==> src/rtl/scr_pkg.sv <==
// Constants, register map and timing for the serializer configuration registers
// Notes on behaviour
// Config bit 7 picks failsafe level: one pulls idle inputs low, zero high.
// While config bit 5 is one, CRC error counters stay cleared; software clears it.
// Config bit 4 gates pixel data with active video flag in legacy unprotected mode.
// Config bit 3 picks legacy mode source: register bit 2 or strap pin.
// With bit 3 set, bit 2 enables legacy compatibility mode; default off.
// Config bit 1 picks frequency range source: register bit 0 or strap pin.
// With bit 1 set, bit 0 selects 5 to 15 MHz range; default 15-85 MHz.
// Control bits 4:3 set SDA delay 240 ns plus 40 ns per step.
// Control bit 2 rejects local register writes arriving over the control channel.
// Local write disable never blocks remote access to slaves behind the serializer.
// Control bit 1 sets watchdog timeout: one about 50 ms, zero about 1 s.
// Control bit 0 disables the bus watchdog; clear lets it run.
// Running watchdog marks bus free after SDA high and idle for the timeout.
// SDA stuck low and idle until timeout makes the device drive nine SCL pulses.
// Back-channel CRC error count reads as 16 bits over low and high bytes.
// Reserved bits of both registers read zero; writes to them are ignored.
package scr_pkg;
  localparam logic [7:0] SCR_ADDR_CFG     = 8'h04;
  localparam logic [7:0] SCR_ADDR_CTL     = 8'h05;
  localparam logic [7:0] SCR_ADDR_CRC_LO  = 8'h0a;
  localparam logic [7:0] SCR_ADDR_CRC_HI  = 8'h0b;
  localparam logic [7:0] SCR_CFG_RESET    = 8'h80;
  localparam logic [7:0] SCR_CTL_RESET    = 8'h00;
  localparam logic [7:0] SCR_CFG_WMASK    = 8'hbf;
  localparam logic [7:0] SCR_CTL_WMASK    = 8'h1f;
  localparam int         SCR_CFG_FAILSAFE = 7;
  localparam int         SCR_CFG_CRC_CLR  = 5;
  localparam int         SCR_CFG_GATE     = 4;
  localparam int         SCR_CFG_BC_SRC   = 3;
  localparam int         SCR_CFG_BC       = 2;
  localparam int         SCR_CFG_LF_SRC   = 1;
  localparam int         SCR_CFG_LF       = 0;
  localparam int         SCR_CTL_DLY_HI   = 4;
  localparam int         SCR_CTL_DLY_LO   = 3;
  localparam int         SCR_CTL_LWD      = 2;
  localparam int         SCR_CTL_SPEEDUP  = 1;
  localparam int         SCR_CTL_WD_DIS   = 0;
  localparam int         SCR_CLK_PERIOD_NS = 8;
  localparam int         SCR_CLK_KHZ       = 125000;
  localparam int         SCR_SDA_BASE_NS   = 240;
  localparam int         SCR_SDA_STEP_NS   = 40;
  localparam int         SCR_SDA_BASE_CYC  =
    (SCR_SDA_BASE_NS + SCR_CLK_PERIOD_NS - 1) / SCR_CLK_PERIOD_NS;
  localparam int         SCR_SDA_STEP_CYC  =
    (SCR_SDA_STEP_NS + SCR_CLK_PERIOD_NS - 1) / SCR_CLK_PERIOD_NS;
  localparam int         SCR_WD_LONG_MS    = 1000;
  localparam int         SCR_WD_SHORT_MS   = 50;
  localparam int         SCR_WD_LONG_CYC   = SCR_WD_LONG_MS * SCR_CLK_KHZ;
  localparam int         SCR_WD_SHORT_CYC  = SCR_WD_SHORT_MS * SCR_CLK_KHZ;
  localparam int         SCR_SCL_HALF_NS   = 5000;
  localparam int         SCR_SCL_HALF_CYC  = SCR_SCL_HALF_NS / SCR_CLK_PERIOD_NS;
  localparam logic [3:0] SCR_RECOVER_PULSES = 4'h9;
  localparam int         SCR_WD_CNT_W      = 27;

  typedef enum logic [1:0] {
    SCR_WD_WATCH   = 2'b01,
    SCR_WD_RECOVER = 2'b10
  } scr_wd_state_t;
endpackage : scr_pkg

==> src/rtl/scr_config_regs.sv <==
// Link mode and serial bus control registers with watchdog and CRC counter
`timescale 1ns/1ps
module scr_config_regs #(
  parameter int WD_LONG_CYC  = scr_pkg::SCR_WD_LONG_CYC,
  parameter int WD_SHORT_CYC = scr_pkg::SCR_WD_SHORT_CYC
) (
  input  wire logic        clk_sys_i,
  input  wire logic        rst_i,
  input  wire logic [7:0]  reg_addr_i,
  input  wire logic [7:0]  reg_wdata_i,
  input  wire logic        reg_wr_i,
  input  wire logic        reg_remote_i,
  input  wire logic        reg_rd_i,
  output logic      [7:0]  reg_rdata_o,
  input  wire logic        crc_error_i,
  input  wire logic        strap_compat_i,
  input  wire logic        strap_low_freq_i,
  input  wire logic        des_unprotected_i,
  input  wire logic        active_video_flag_i,
  input  wire logic [23:0] pixel_data_i,
  output logic      [23:0] pixel_data_o,
  output logic             failsafe_low_o,
  output logic             legacy_compat_mode_o,
  output logic             low_freq_range_select_o,
  output logic      [5:0]  sda_delay_cycles_o,
  input  wire logic        scl_i,
  input  wire logic        sda_i,
  output logic             scl_o,
  output logic             scl_oe_o,
  output logic             bus_free_o
);
  logic [7:0]  cfg_q, cfg_d, ctl_q, ctl_d, rdata_q, rdata_d;
  logic [15:0] crc_q, crc_d;
  logic [23:0] pix_q, pix_d;
  logic        bc_q, bc_d, lf_q, lf_d;
  logic [5:0]  dly_q, dly_d;
  logic [1:0]  strap_bc_s, strap_lf_s, scl_s, sda_s;
  logic        wr_ok, gate;
  logic        wd_free, wd_oe;

  function automatic logic [5:0] sda_cycles(input logic [1:0] code);
    sda_cycles = 6'(scr_pkg::SCR_SDA_BASE_CYC + scr_pkg::SCR_SDA_STEP_CYC * int'(code));
  endfunction : sda_cycles

  // Pins from outside the clock domain, two flops each
  always_ff @(posedge clk_sys_i or posedge rst_i)
  begin
    if (rst_i)
    begin
      strap_bc_s <= '0;
      strap_lf_s <= '0;
      scl_s      <= 2'h3;
      sda_s      <= 2'h3;
    end
    else
    begin
      strap_bc_s <= {strap_bc_s[0], strap_compat_i};
      strap_lf_s <= {strap_lf_s[0], strap_low_freq_i};
      scl_s      <= {scl_s[0], scl_i};
      sda_s      <= {sda_s[0], sda_i};
    end
  end

  always_comb
  begin
    // remote writes rejected when disabled
    // only register writes are gated here
    wr_ok = reg_wr_i && !(reg_remote_i && ctl_q[scr_pkg::SCR_CTL_LWD]);
    cfg_d = cfg_q;
    ctl_d = ctl_q;
    // reserved bits masked on write
    if (wr_ok && reg_addr_i == scr_pkg::SCR_ADDR_CFG)
      cfg_d = reg_wdata_i & scr_pkg::SCR_CFG_WMASK;
    if (wr_ok && reg_addr_i == scr_pkg::SCR_ADDR_CTL)
      ctl_d = reg_wdata_i & scr_pkg::SCR_CTL_WMASK;
    // held clear while bit set
    // sixteen-bit error count
    if (cfg_q[scr_pkg::SCR_CFG_CRC_CLR])
      crc_d = '0;
    else if (crc_error_i && crc_q != 16'hffff)
      crc_d = crc_q + 16'h0001;
    else
      crc_d = crc_q;
    // legacy mode source
    // R05 register legacy enable
    bc_d = cfg_q[scr_pkg::SCR_CFG_BC_SRC] ? cfg_q[scr_pkg::SCR_CFG_BC] : strap_bc_s[1];
    // frequency range source
    // R07 register low range select
    lf_d = cfg_q[scr_pkg::SCR_CFG_LF_SRC] ? cfg_q[scr_pkg::SCR_CFG_LF] : strap_lf_s[1];
    // gate pixels with active video
    gate  = cfg_q[scr_pkg::SCR_CFG_GATE] && bc_q && des_unprotected_i;
    pix_d = (gate && !active_video_flag_i) ? 24'h000000 : pixel_data_i;
    // delay in clock cycles
    dly_d = sda_cycles(ctl_q[scr_pkg::SCR_CTL_DLY_HI:scr_pkg::SCR_CTL_DLY_LO]);
    rdata_d = rdata_q;
    if (reg_rd_i)
    begin
      unique case (reg_addr_i)
        scr_pkg::SCR_ADDR_CFG:    rdata_d = cfg_q;
        scr_pkg::SCR_ADDR_CTL:    rdata_d = ctl_q;
        scr_pkg::SCR_ADDR_CRC_LO: rdata_d = crc_q[7:0];
        scr_pkg::SCR_ADDR_CRC_HI: rdata_d = crc_q[15:8];
        default:                  rdata_d = 8'h00;
      endcase
    end
  end

  always_ff @(posedge clk_sys_i or posedge rst_i)
  begin
    if (rst_i)
    begin
      cfg_q   <= scr_pkg::SCR_CFG_RESET;
      ctl_q   <= scr_pkg::SCR_CTL_RESET;
      crc_q   <= '0;
      bc_q    <= 1'b0;
      lf_q    <= 1'b0;
      pix_q   <= '0;
      dly_q   <= 6'(scr_pkg::SCR_SDA_BASE_CYC);
      rdata_q <= '0;
    end
    else
    begin
      cfg_q   <= cfg_d;
      ctl_q   <= ctl_d;
      crc_q   <= crc_d;
      bc_q    <= bc_d;
      lf_q    <= lf_d;
      pix_q   <= pix_d;
      dly_q   <= dly_d;
      rdata_q <= rdata_d;
    end
  end

  // timeout choice
  // disable bit
  scr_watchdog #(
    .LONG_CYC  (WD_LONG_CYC),
    .SHORT_CYC (WD_SHORT_CYC),
    .HALF_CYC  (scr_pkg::SCR_SCL_HALF_CYC)
  ) u_watchdog (
    .clk_sys_i    (clk_sys_i),
    .rst_i        (rst_i),
    .scl_s_i      (scl_s[1]),
    .sda_s_i      (sda_s[1]),
    .disable_i    (ctl_q[scr_pkg::SCR_CTL_WD_DIS]),
    .speedup_i    (ctl_q[scr_pkg::SCR_CTL_SPEEDUP]),
    .bus_free_o   (wd_free),
    .scl_oe_o     (wd_oe),
    .recovering_o ()
  );

  // Open drain: only ever pulls low
  assign scl_o                   = 1'b0;
  assign scl_oe_o                = wd_oe;
  assign bus_free_o              = wd_free;
  assign reg_rdata_o             = rdata_q;
  assign pixel_data_o            = pix_q;
  // failsafe level
  assign failsafe_low_o          = cfg_q[scr_pkg::SCR_CFG_FAILSAFE];
  assign legacy_compat_mode_o    = bc_q;
  assign low_freq_range_select_o = lf_q;
  assign sda_delay_cycles_o      = dly_q;

  property p_failsafe_write;
    @(posedge clk_sys_i) disable iff (rst_i)
    (reg_wr_i && !reg_remote_i && reg_addr_i == scr_pkg::SCR_ADDR_CFG)
      |=> failsafe_low_o == $past(reg_wdata_i[7]);
  endproperty
  a_failsafe_write: assert property (p_failsafe_write) else $error("failsafe bit not written");

  property p_crc_held_clear;
    @(posedge clk_sys_i) disable iff (rst_i)
    cfg_q[scr_pkg::SCR_CFG_CRC_CLR] |=> crc_q == 16'h0000;
  endproperty
  a_crc_held_clear: assert property (p_crc_held_clear) else $error("CRC count not cleared");

  property p_gate_blank;
    @(posedge clk_sys_i) disable iff (rst_i)
    (cfg_q[4] && bc_q && des_unprotected_i && !active_video_flag_i) |=> pixel_data_o == 24'h0;
  endproperty
  a_gate_blank: assert property (p_gate_blank) else $error("pixel data not gated");

  property p_pass_ungated;
    @(posedge clk_sys_i) disable iff (rst_i)
    !cfg_q[4] |=> pixel_data_o == $past(pixel_data_i);
  endproperty
  a_pass_ungated: assert property (p_pass_ungated) else $error("pixel data blocked");

  property p_bc_source;
    @(posedge clk_sys_i) disable iff (rst_i)
    ##1 legacy_compat_mode_o == ($past(cfg_q[3]) ? $past(cfg_q[2]) : $past(strap_bc_s[1]));
  endproperty
  a_bc_source: assert property (p_bc_source) else $error("legacy mode source wrong");

  property p_lf_source;
    @(posedge clk_sys_i) disable iff (rst_i)
    ##1 low_freq_range_select_o == ($past(cfg_q[1]) ? $past(cfg_q[0]) : $past(strap_lf_s[1]));
  endproperty
  a_lf_source: assert property (p_lf_source) else $error("frequency range source wrong");

  property p_sda_delay;
    @(posedge clk_sys_i) disable iff (rst_i)
    ##1 sda_delay_cycles_o == 6'd30 + 6'd5 * 6'($past(ctl_q[4:3]));
  endproperty
  a_sda_delay: assert property (p_sda_delay) else $error("SDA delay count wrong");

  property p_remote_reject;
    @(posedge clk_sys_i) disable iff (rst_i)
    (reg_wr_i && reg_remote_i && ctl_q[2]) |=> $stable(cfg_q) && $stable(ctl_q);
  endproperty
  a_remote_reject: assert property (p_remote_reject) else $error("remote write accepted");

  property p_reserved_zero;
    @(posedge clk_sys_i) disable iff (rst_i)
    (reg_rd_i && reg_addr_i == scr_pkg::SCR_ADDR_CTL) |=> reg_rdata_o[7:5] == 3'h0;
  endproperty
  a_reserved_zero: assert property (p_reserved_zero) else $error("reserved bits nonzero");
endmodule : scr_config_regs

==> src/rtl/scr_watchdog.sv <==
// Serial bus watchdog with hung-bus recovery pulses
`timescale 1ns/1ps
module scr_watchdog #(
  parameter int LONG_CYC  = scr_pkg::SCR_WD_LONG_CYC,
  parameter int SHORT_CYC = scr_pkg::SCR_WD_SHORT_CYC,
  parameter int HALF_CYC  = scr_pkg::SCR_SCL_HALF_CYC
) (
  input  wire logic clk_sys_i,
  input  wire logic rst_i,
  input  wire logic scl_s_i,
  input  wire logic sda_s_i,
  input  wire logic disable_i,
  input  wire logic speedup_i,
  output logic      bus_free_o,
  output logic      scl_oe_o,
  output logic      recovering_o
);
  localparam int W = scr_pkg::SCR_WD_CNT_W;
  localparam logic [W-1:0] LONG_LIM  = W'(LONG_CYC - 1);
  localparam logic [W-1:0] SHORT_LIM = W'(SHORT_CYC - 1);
  localparam logic [W-1:0] HALF_LIM  = W'(HALF_CYC - 1);

  scr_pkg::scr_wd_state_t st_q, st_d;
  logic [W-1:0] cnt_q, cnt_d;
  logic [3:0]   pulses_q, pulses_d;
  logic         scl_p_q, scl_p_d, sda_p_q, sda_p_d;
  logic         free_q, free_d, oe_q, oe_d;
  logic         activity;
  logic [W-1:0] limit;

  always_comb
  begin
    activity = (scl_s_i != scl_p_q) || (sda_s_i != sda_p_q);
    // timeout select
    limit    = speedup_i ? SHORT_LIM : LONG_LIM;
    st_d     = st_q;
    cnt_d    = cnt_q;
    pulses_d = pulses_q;
    free_d   = free_q;
    oe_d     = oe_q;
    scl_p_d  = scl_s_i;
    sda_p_d  = sda_s_i;
    unique case (st_q)
      scr_pkg::SCR_WD_WATCH:
      begin
        oe_d = 1'b0;
        // watchdog disable
        if (disable_i || activity)
        begin
          cnt_d  = '0;
          free_d = 1'b0;
        end
        else if (cnt_q >= limit)
        begin
          cnt_d = '0;
          // idle high means free
          if (sda_s_i)
            free_d = 1'b1;
          // start recovery clocks
          else
          begin
            st_d     = scr_pkg::SCR_WD_RECOVER;
            pulses_d = '0;
            oe_d     = 1'b1;
          end
        end
        else
          cnt_d = cnt_q + 1'b1;
      end
      scr_pkg::SCR_WD_RECOVER:
      begin
        // nine pulses, low then released
        if (cnt_q >= HALF_LIM)
        begin
          cnt_d = '0;
          oe_d  = ~oe_q;
          if (oe_q)
          begin
            pulses_d = pulses_q + 1'b1;
            if (pulses_q + 1'b1 == scr_pkg::SCR_RECOVER_PULSES)
              st_d = scr_pkg::SCR_WD_WATCH;
          end
        end
        else
          cnt_d = cnt_q + 1'b1;
      end
      default:
      begin
        st_d  = scr_pkg::SCR_WD_WATCH;
        cnt_d = '0;
        oe_d  = 1'b0;
      end
    endcase
  end

  always_ff @(posedge clk_sys_i or posedge rst_i)
  begin
    if (rst_i)
    begin
      st_q     <= scr_pkg::SCR_WD_WATCH;
      cnt_q    <= '0;
      pulses_q <= '0;
      free_q   <= 1'b0;
      oe_q     <= 1'b0;
      scl_p_q  <= 1'b1;
      sda_p_q  <= 1'b1;
    end
    else
    begin
      st_q     <= st_d;
      cnt_q    <= cnt_d;
      pulses_q <= pulses_d;
      free_q   <= free_d;
      oe_q     <= oe_d;
      scl_p_q  <= scl_p_d;
      sda_p_q  <= sda_p_d;
    end
  end

  assign bus_free_o   = free_q;
  assign scl_oe_o     = oe_q;
  assign recovering_o = (st_q == scr_pkg::SCR_WD_RECOVER);

  property p_wd_disabled;
    @(posedge clk_sys_i) disable iff (rst_i)
    (disable_i && st_q == scr_pkg::SCR_WD_WATCH) |=> !free_q && !oe_q;
  endproperty
  a_wd_disabled: assert property (p_wd_disabled) else $error("watchdog acted while disabled");

  property p_free_needs_high;
    @(posedge clk_sys_i) disable iff (rst_i)
    $rose(free_q) |-> $past(sda_s_i) && $past(cnt_q) >= $past(limit);
  endproperty
  a_free_needs_high: assert property (p_free_needs_high) else $error("bus free without idle high");

  property p_recover_on_low;
    @(posedge clk_sys_i) disable iff (rst_i)
    $rose(oe_q) && $past(st_q) == scr_pkg::SCR_WD_WATCH |-> !$past(sda_s_i);
  endproperty
  a_recover_on_low: assert property (p_recover_on_low) else $error("recovery without SDA low");

  property p_nine_pulses;
    @(posedge clk_sys_i) disable iff (rst_i)
    $fell(st_q == scr_pkg::SCR_WD_RECOVER) |-> pulses_q == scr_pkg::SCR_RECOVER_PULSES;
  endproperty
  a_nine_pulses: assert property (p_nine_pulses) else $error("recovery pulse count wrong");
endmodule : scr_watchdog

==> config.mk <==
export PLATFORM = sky130hd
export DESIGN_NAME = scr_config_regs
export DESIGN_NICKNAME = d
export VERILOG_FILES = /design/src/rtl/scr_pkg.sv /design/src/rtl/scr_config_regs.sv /design/src/rtl/scr_watchdog.sv
export SDC_FILE = /design/constraint.sdc
export NUM_CORES = 1
export LEC_CHECK = 0
export BUFFER_PORTS_ARGS = -buffer_cell sky130_fd_sc_hd__buf_2
export CAP_MARGIN = 20
export CORE_UTILIZATION = 50
export DETAILED_ROUTE_END_ITERATION = 10
export PLACE_DENSITY = 0.73
export SLEW_MARGIN = 5
export SYNTH_ARGS = -nofsm -noshare
export SYNTH_HDL_FRONTEND = slang
export SYNTH_SLANG_ARGS = --single-unit
==> constraint.sdc <==
create_clock -name clk_sys_i -period 4.45 [get_ports clk_sys_i]
set_input_delay 0.89 -clock clk_sys_i [delete_from_list [all_inputs] [get_ports clk_sys_i]]
set_output_delay 0.89 -clock clk_sys_i [all_outputs]
set_load 0.01 [all_outputs]
==> flow_summary.rst <==
.. list-table::
   :header-rows: 1

   * - Metric
     - Value
   * - Status
     - completed
   * - Sequential area share after synthesis
     - 0.532
   * - Final WL
     - between 10000 and 15000 um
   * - Total DRC errors in the routed layout
     - 0
   * - Post-route minimum period
     - 2.98 ns
   * - R2r setup slk
     - between 1 and 1.5 ns
   * - Unrepaired setup endpoints after global routing
     - false
   * - Avg Vias per Cell
     - 5.26
   * - Global-route wire length before repair
     - ~18000 um
   * - Total die area
     - about 11000 sq um
   * - Die span in y
     - 105 um
   * - Final sum of negative setup slack
     - 0 ns
   * - HPWL reported at the end of detailed placement
     - 7610 um
   * - Cell area after placement
     - slightly below 6000 sq um
   * - Number of buffers inserted during clock tree synthesis
     - 17
   * - Crit path launch
     - ctl_q[1]
   * - Hold violation total from the final report
     - 0
   * - Min-Delay Path Class
     - flop to flop
   * - Leading area contributor after synthesis
     - sky130_fd_sc_hd__dfrtp_1
   * - Fmax
     - between 300 and 400 MHz
   * - Area Growth Syn to Fin
     - 21.8%
   * - Std-Cell Core Area
     - 10300 sq um
   * - Max_cap viols
     - 0
   * - Cell types with the largest area share after synthesis
     - sky130_fd_sc_hd__dfrtp_1 47%, sky130_fd_sc_hd__dfstp_2 5.9%, sky130_fd_sc_hd__xor2_1 5.4%
   * - Final count of pins violating max slew
     - 0
   * - CTS tree
     - yes
   * - Detailed Routing Iterations Pass 1
     - 5
   * - Cell row count
     - 37
   * - R2R depth
     - 8
   * - Final number of setup-violating endpoints
     - 0
   * - Slew margin rel.
     - 0.317
   * - Overall power of the completed layout
     - approximately 2.6 mW
   * - Antenna-violating nets left
     - 0
   * - Initial antenna violation count
     - 0
   * - Main synth FF type
     - sky130_fd_sc_hd__dfrtp_1
   * - Yosys synthesis warning count
     - 0
   * - Commonest cells after routing, fill and taps aside
     - 101 x sky130_fd_sc_hd__dfrtp_1, 93 x sky130_fd_sc_hd__buf_2, 46 x sky130_fd_sc_hd__nor2_1
   * - Clock sink count
     - 113
   * - Net count after synthesis
     - 548
   * - Synth Register Bits
     - 113
   * - Area share of the largest cell type after synthesis
     - 0.473
   * - WS Path Type
     - flop to flop
   * - Crit path capture
     - u_watchdog.cnt_q[21]
   * - Clk buf depth
     - 2
   * - Startpoint Class
     - flop
   * - Transition time of the tightest slew-check pin
     - 1.02 ns
   * - Reg-to-reg endpoint
     - u_watchdog.cnt_q[21]
   * - Die outline width
     - 105 um
   * - Cell area after synthesis
     - 5340 sq um
   * - Required time at the endpoint of the critical path
     - 4.80 ns
   * - Via count of the first global-routing pass
     - 3850
   * - Final worst slack
     - 1.47 ns
   * - Number of diodes added for antenna fixing
     - 0
   * - I/O Pins
     - 96
   * - Skew-Pair Late Insertion Delay
     - 0.51 ns
   * - Proportion of layout cells with a drive suffix above 1
     - 0.294
   * - Count of nets after finishing
     - 652
   * - Maximum number of pins on one net before global-route repair
     - a little over 70
   * - Total routing resource utilization after global routing
     - 0.210
   * - Total power divided by cell area
     - 405 nW/um^2
   * - IO Port Bufs
     - between 90 and 100
   * - Unique masters post-synth
     - 61
   * - Kind of end point of the critical path
     - flop
   * - Leakage dissipation
     - 2.99 nW
   * - Per-cell routed wire length
     - 14.8 um
   * - Startpoint of the worst-slack reg-to-reg timing path
     - ctl_q[1]
   * - Largest fanout on the critical path
     - 27
   * - Asr flop ratio synth
     - 1.00
   * - Mean post-synth cell area
     - 11.2 sq um
   * - Finished Cell Area
     - ~6500 sq um
   * - Buffers inserted by post-CTS timing repair
     - 0
   * - CTS clock-pin slew for the worst setup and hold paths
     - around 0.050 ns
   * - Effective utilization at floorplan
     - 0.517
   * - Number of instances in the synthesized netlist
     - between 400 and 500
   * - Cell at the root of the clock tree
     - sky130_fd_sc_hd__clkbuf_8
   * - Initial DRC Count
     - 196
   * - Via count
     - between 3000 and 4000
   * - Placement-stage worst setup slack
     - 1.53 ns
   * - Grt ovf
     - 0
   * - H-tree levels
     - 4
   * - Data arrival time of the worst path
     - 3.32 ns
   * - Most frequent standard cell in the layout excluding fill and tap cells
     - sky130_fd_sc_hd__dfrtp_1
   * - Final clock skew
     - ~0.0063 ns
   * - Fraction of the cycle the final worst path needs
     - 0.669
   * - Number of fillers in the final layout
     - 802
   * - Post-CTS Hold Fix Bufs
     - 0
   * - Count of instances resized after the clock tree is built
     - 0
   * - IR Drop Worst-Case VDD
     - 0.000249 V
   * - Number of synthesized flops with an enable pin
     - 0
   * - Last weighted congestion value of the routability-driven placer
     - 0.817
==> where the power goes <==
part | leakage, nW | switching (mW) | total [mW] | internal, mW
combinational | 1.24 | 0.112 | 0.193 | 0.0810
sequential | 1.45 | 0.0557 | 1.14 | 1.09
clock | 0.288 | 0.433 | 1.30 | 0.863
==> how the worst min path moves through the flow <==
stage	slack [ns]	startpoint	to	depth (start not counted)
floorplan	0.33	strap_bc_s[0]	strap_bc_s[1]	0
global placement	0.34	strap_bc_s[0]	strap_bc_s[1]	0
detailed placement	0.34	strap_bc_s[0]	strap_bc_s[1]	0
CTS	0.36	sda_s[0]	sda_s[1]	0
global route	0.36	scl_s[0]	scl_s[1]	0
finish	0.36	sda_s[0]	sda_s[1]	0
==> layer usage <==
metal,track usage,share of wire,wire (um),up-vias
met3,0.0643,0.054,582,15
met4,0.0936,0.013,140,0
li1,-,-,-,1866
met5,0,0,0,-
met1,0.263,0.46,4910,1817
met2,0.336,0.48,5150,127
==> kinds of logic (layout without fill, tap and decap cells) <==
logic type	count (synthesis)	count (layout)	share of synthesized area
AO/OA/AOI/OAI	54	54	0.0877
adder cells (fa/ha/maj)	21	21	0.0492
XOR/XNOR	42	42	0.0689
AND/OR/NAND/NOR	186	186	0.188
flip-flops	113	113	0.532
multiplexers	20	20	0.0408
buffers and inverters	38	154	0.0319
other	1	1	0.000702
==> area by class of cell <==
class | count | area [sq um] | share of cell area
multi-input cells | 324 | 2330 | 0.358
well taps | 136 | 170 | 0.0262
inverters | 28 | 108 | 0.0166
repair buffers | 95 | 480 | 0.0739
clock buffers | 25 | 494 | 0.0760
flip-flops and latches | 113 | 2840 | 0.437
clock inverters | 6 | 80.1 | 0.0123
==> cells in the mapped netlist (2+ instances only) <==
cell type and number:
sky130_fd_sc_hd__o21ai_0 6, sky130_fd_sc_hd__a22o_1 5, sky130_fd_sc_hd__and3_1 8, sky130_fd_sc_hd__a211oi_1 3, sky130_fd_sc_hd__a31oi_1 2, sky130_fd_sc_hd__nor2_2 11, sky130_fd_sc_hd__mux2i_1 6, sky130_fd_sc_hd__buf_1 2
sky130_fd_sc_hd__a21oi_1 8, sky130_fd_sc_hd__o22ai_1 8, sky130_fd_sc_hd__clkbuf_1 3, sky130_fd_sc_hd__xnor2_1 9, sky130_fd_sc_hd__and2_1 26, sky130_fd_sc_hd__dfrtp_1 101, sky130_fd_sc_hd__ha_1 21, sky130_fd_sc_hd__nand2_1 29
sky130_fd_sc_hd__nor4_1 8, sky130_fd_sc_hd__a221oi_1 5, sky130_fd_sc_hd__nor3b_1 2, sky130_fd_sc_hd__o41ai_1 2, sky130_fd_sc_hd__inv_1 28, sky130_fd_sc_hd__nand4_1 8, sky130_fd_sc_hd__dfstp_2 12, sky130_fd_sc_hd__xor2_1 33
sky130_fd_sc_hd__nand2b_1 2, sky130_fd_sc_hd__mux2_2 14, sky130_fd_sc_hd__a222oi_1 2, sky130_fd_sc_hd__nor2_1 46, sky130_fd_sc_hd__nor3_1 5, sky130_fd_sc_hd__nand3b_1 2, sky130_fd_sc_hd__and4_1 4, sky130_fd_sc_hd__nand3_1 24
sky130_fd_sc_hd__buf_4 2
==> critical path, cell delays in order (launching register included) <==
cell                      delay [ns]
sky130_fd_sc_hd__dfrtp_1        0.56
sky130_fd_sc_hd__inv_1          0.17
sky130_fd_sc_hd__ha_1           0.31
sky130_fd_sc_hd__nand3_1        0.14
sky130_fd_sc_hd__nor4_4         0.21
sky130_fd_sc_hd__nand3_1        0.16
sky130_fd_sc_hd__o211a_4        0.32
sky130_fd_sc_hd__a32oi_4        0.78
sky130_fd_sc_hd__nor2_1         0.15
==> sequential cells by signal, summed over array words and instances, names as in the netlist <==
signal / cells
u_watchdog.scl_oe_o: 1
u_watchdog.bus_free_o: 1
sda_s: 2
u_watchdog.pulses_q: 4
strap_lf_s: 2
strap_bc_s: 2
cfg_q: 7
crc_q: 16
pixel_data_o: 24
low_freq_range_select_o: 1
sda_delay_cycles_o: 6
u_watchdog.sda_p_q: 1
reg_rdata_o: 8
scl_s: 2
ctl_q: 5
legacy_compat_mode_o: 1
u_watchdog.st_q: 2
u_watchdog.cnt_q: 27
u_watchdog.scl_p_q: 1
==> metrics by stage <==
stage,utilization,cells,hold WS [ns]
2_1_floorplan,-,475,0.331
3_3_place_gp,0.574,696,0.338
3_5_place_dp,0.574,696,0.345
4_1_cts,0.630,727,0.357
5_1_grt,0.630,727,0.364
6_report,0.630,727,0.356
No activity file was read; power rests on OpenSTA's default activity.
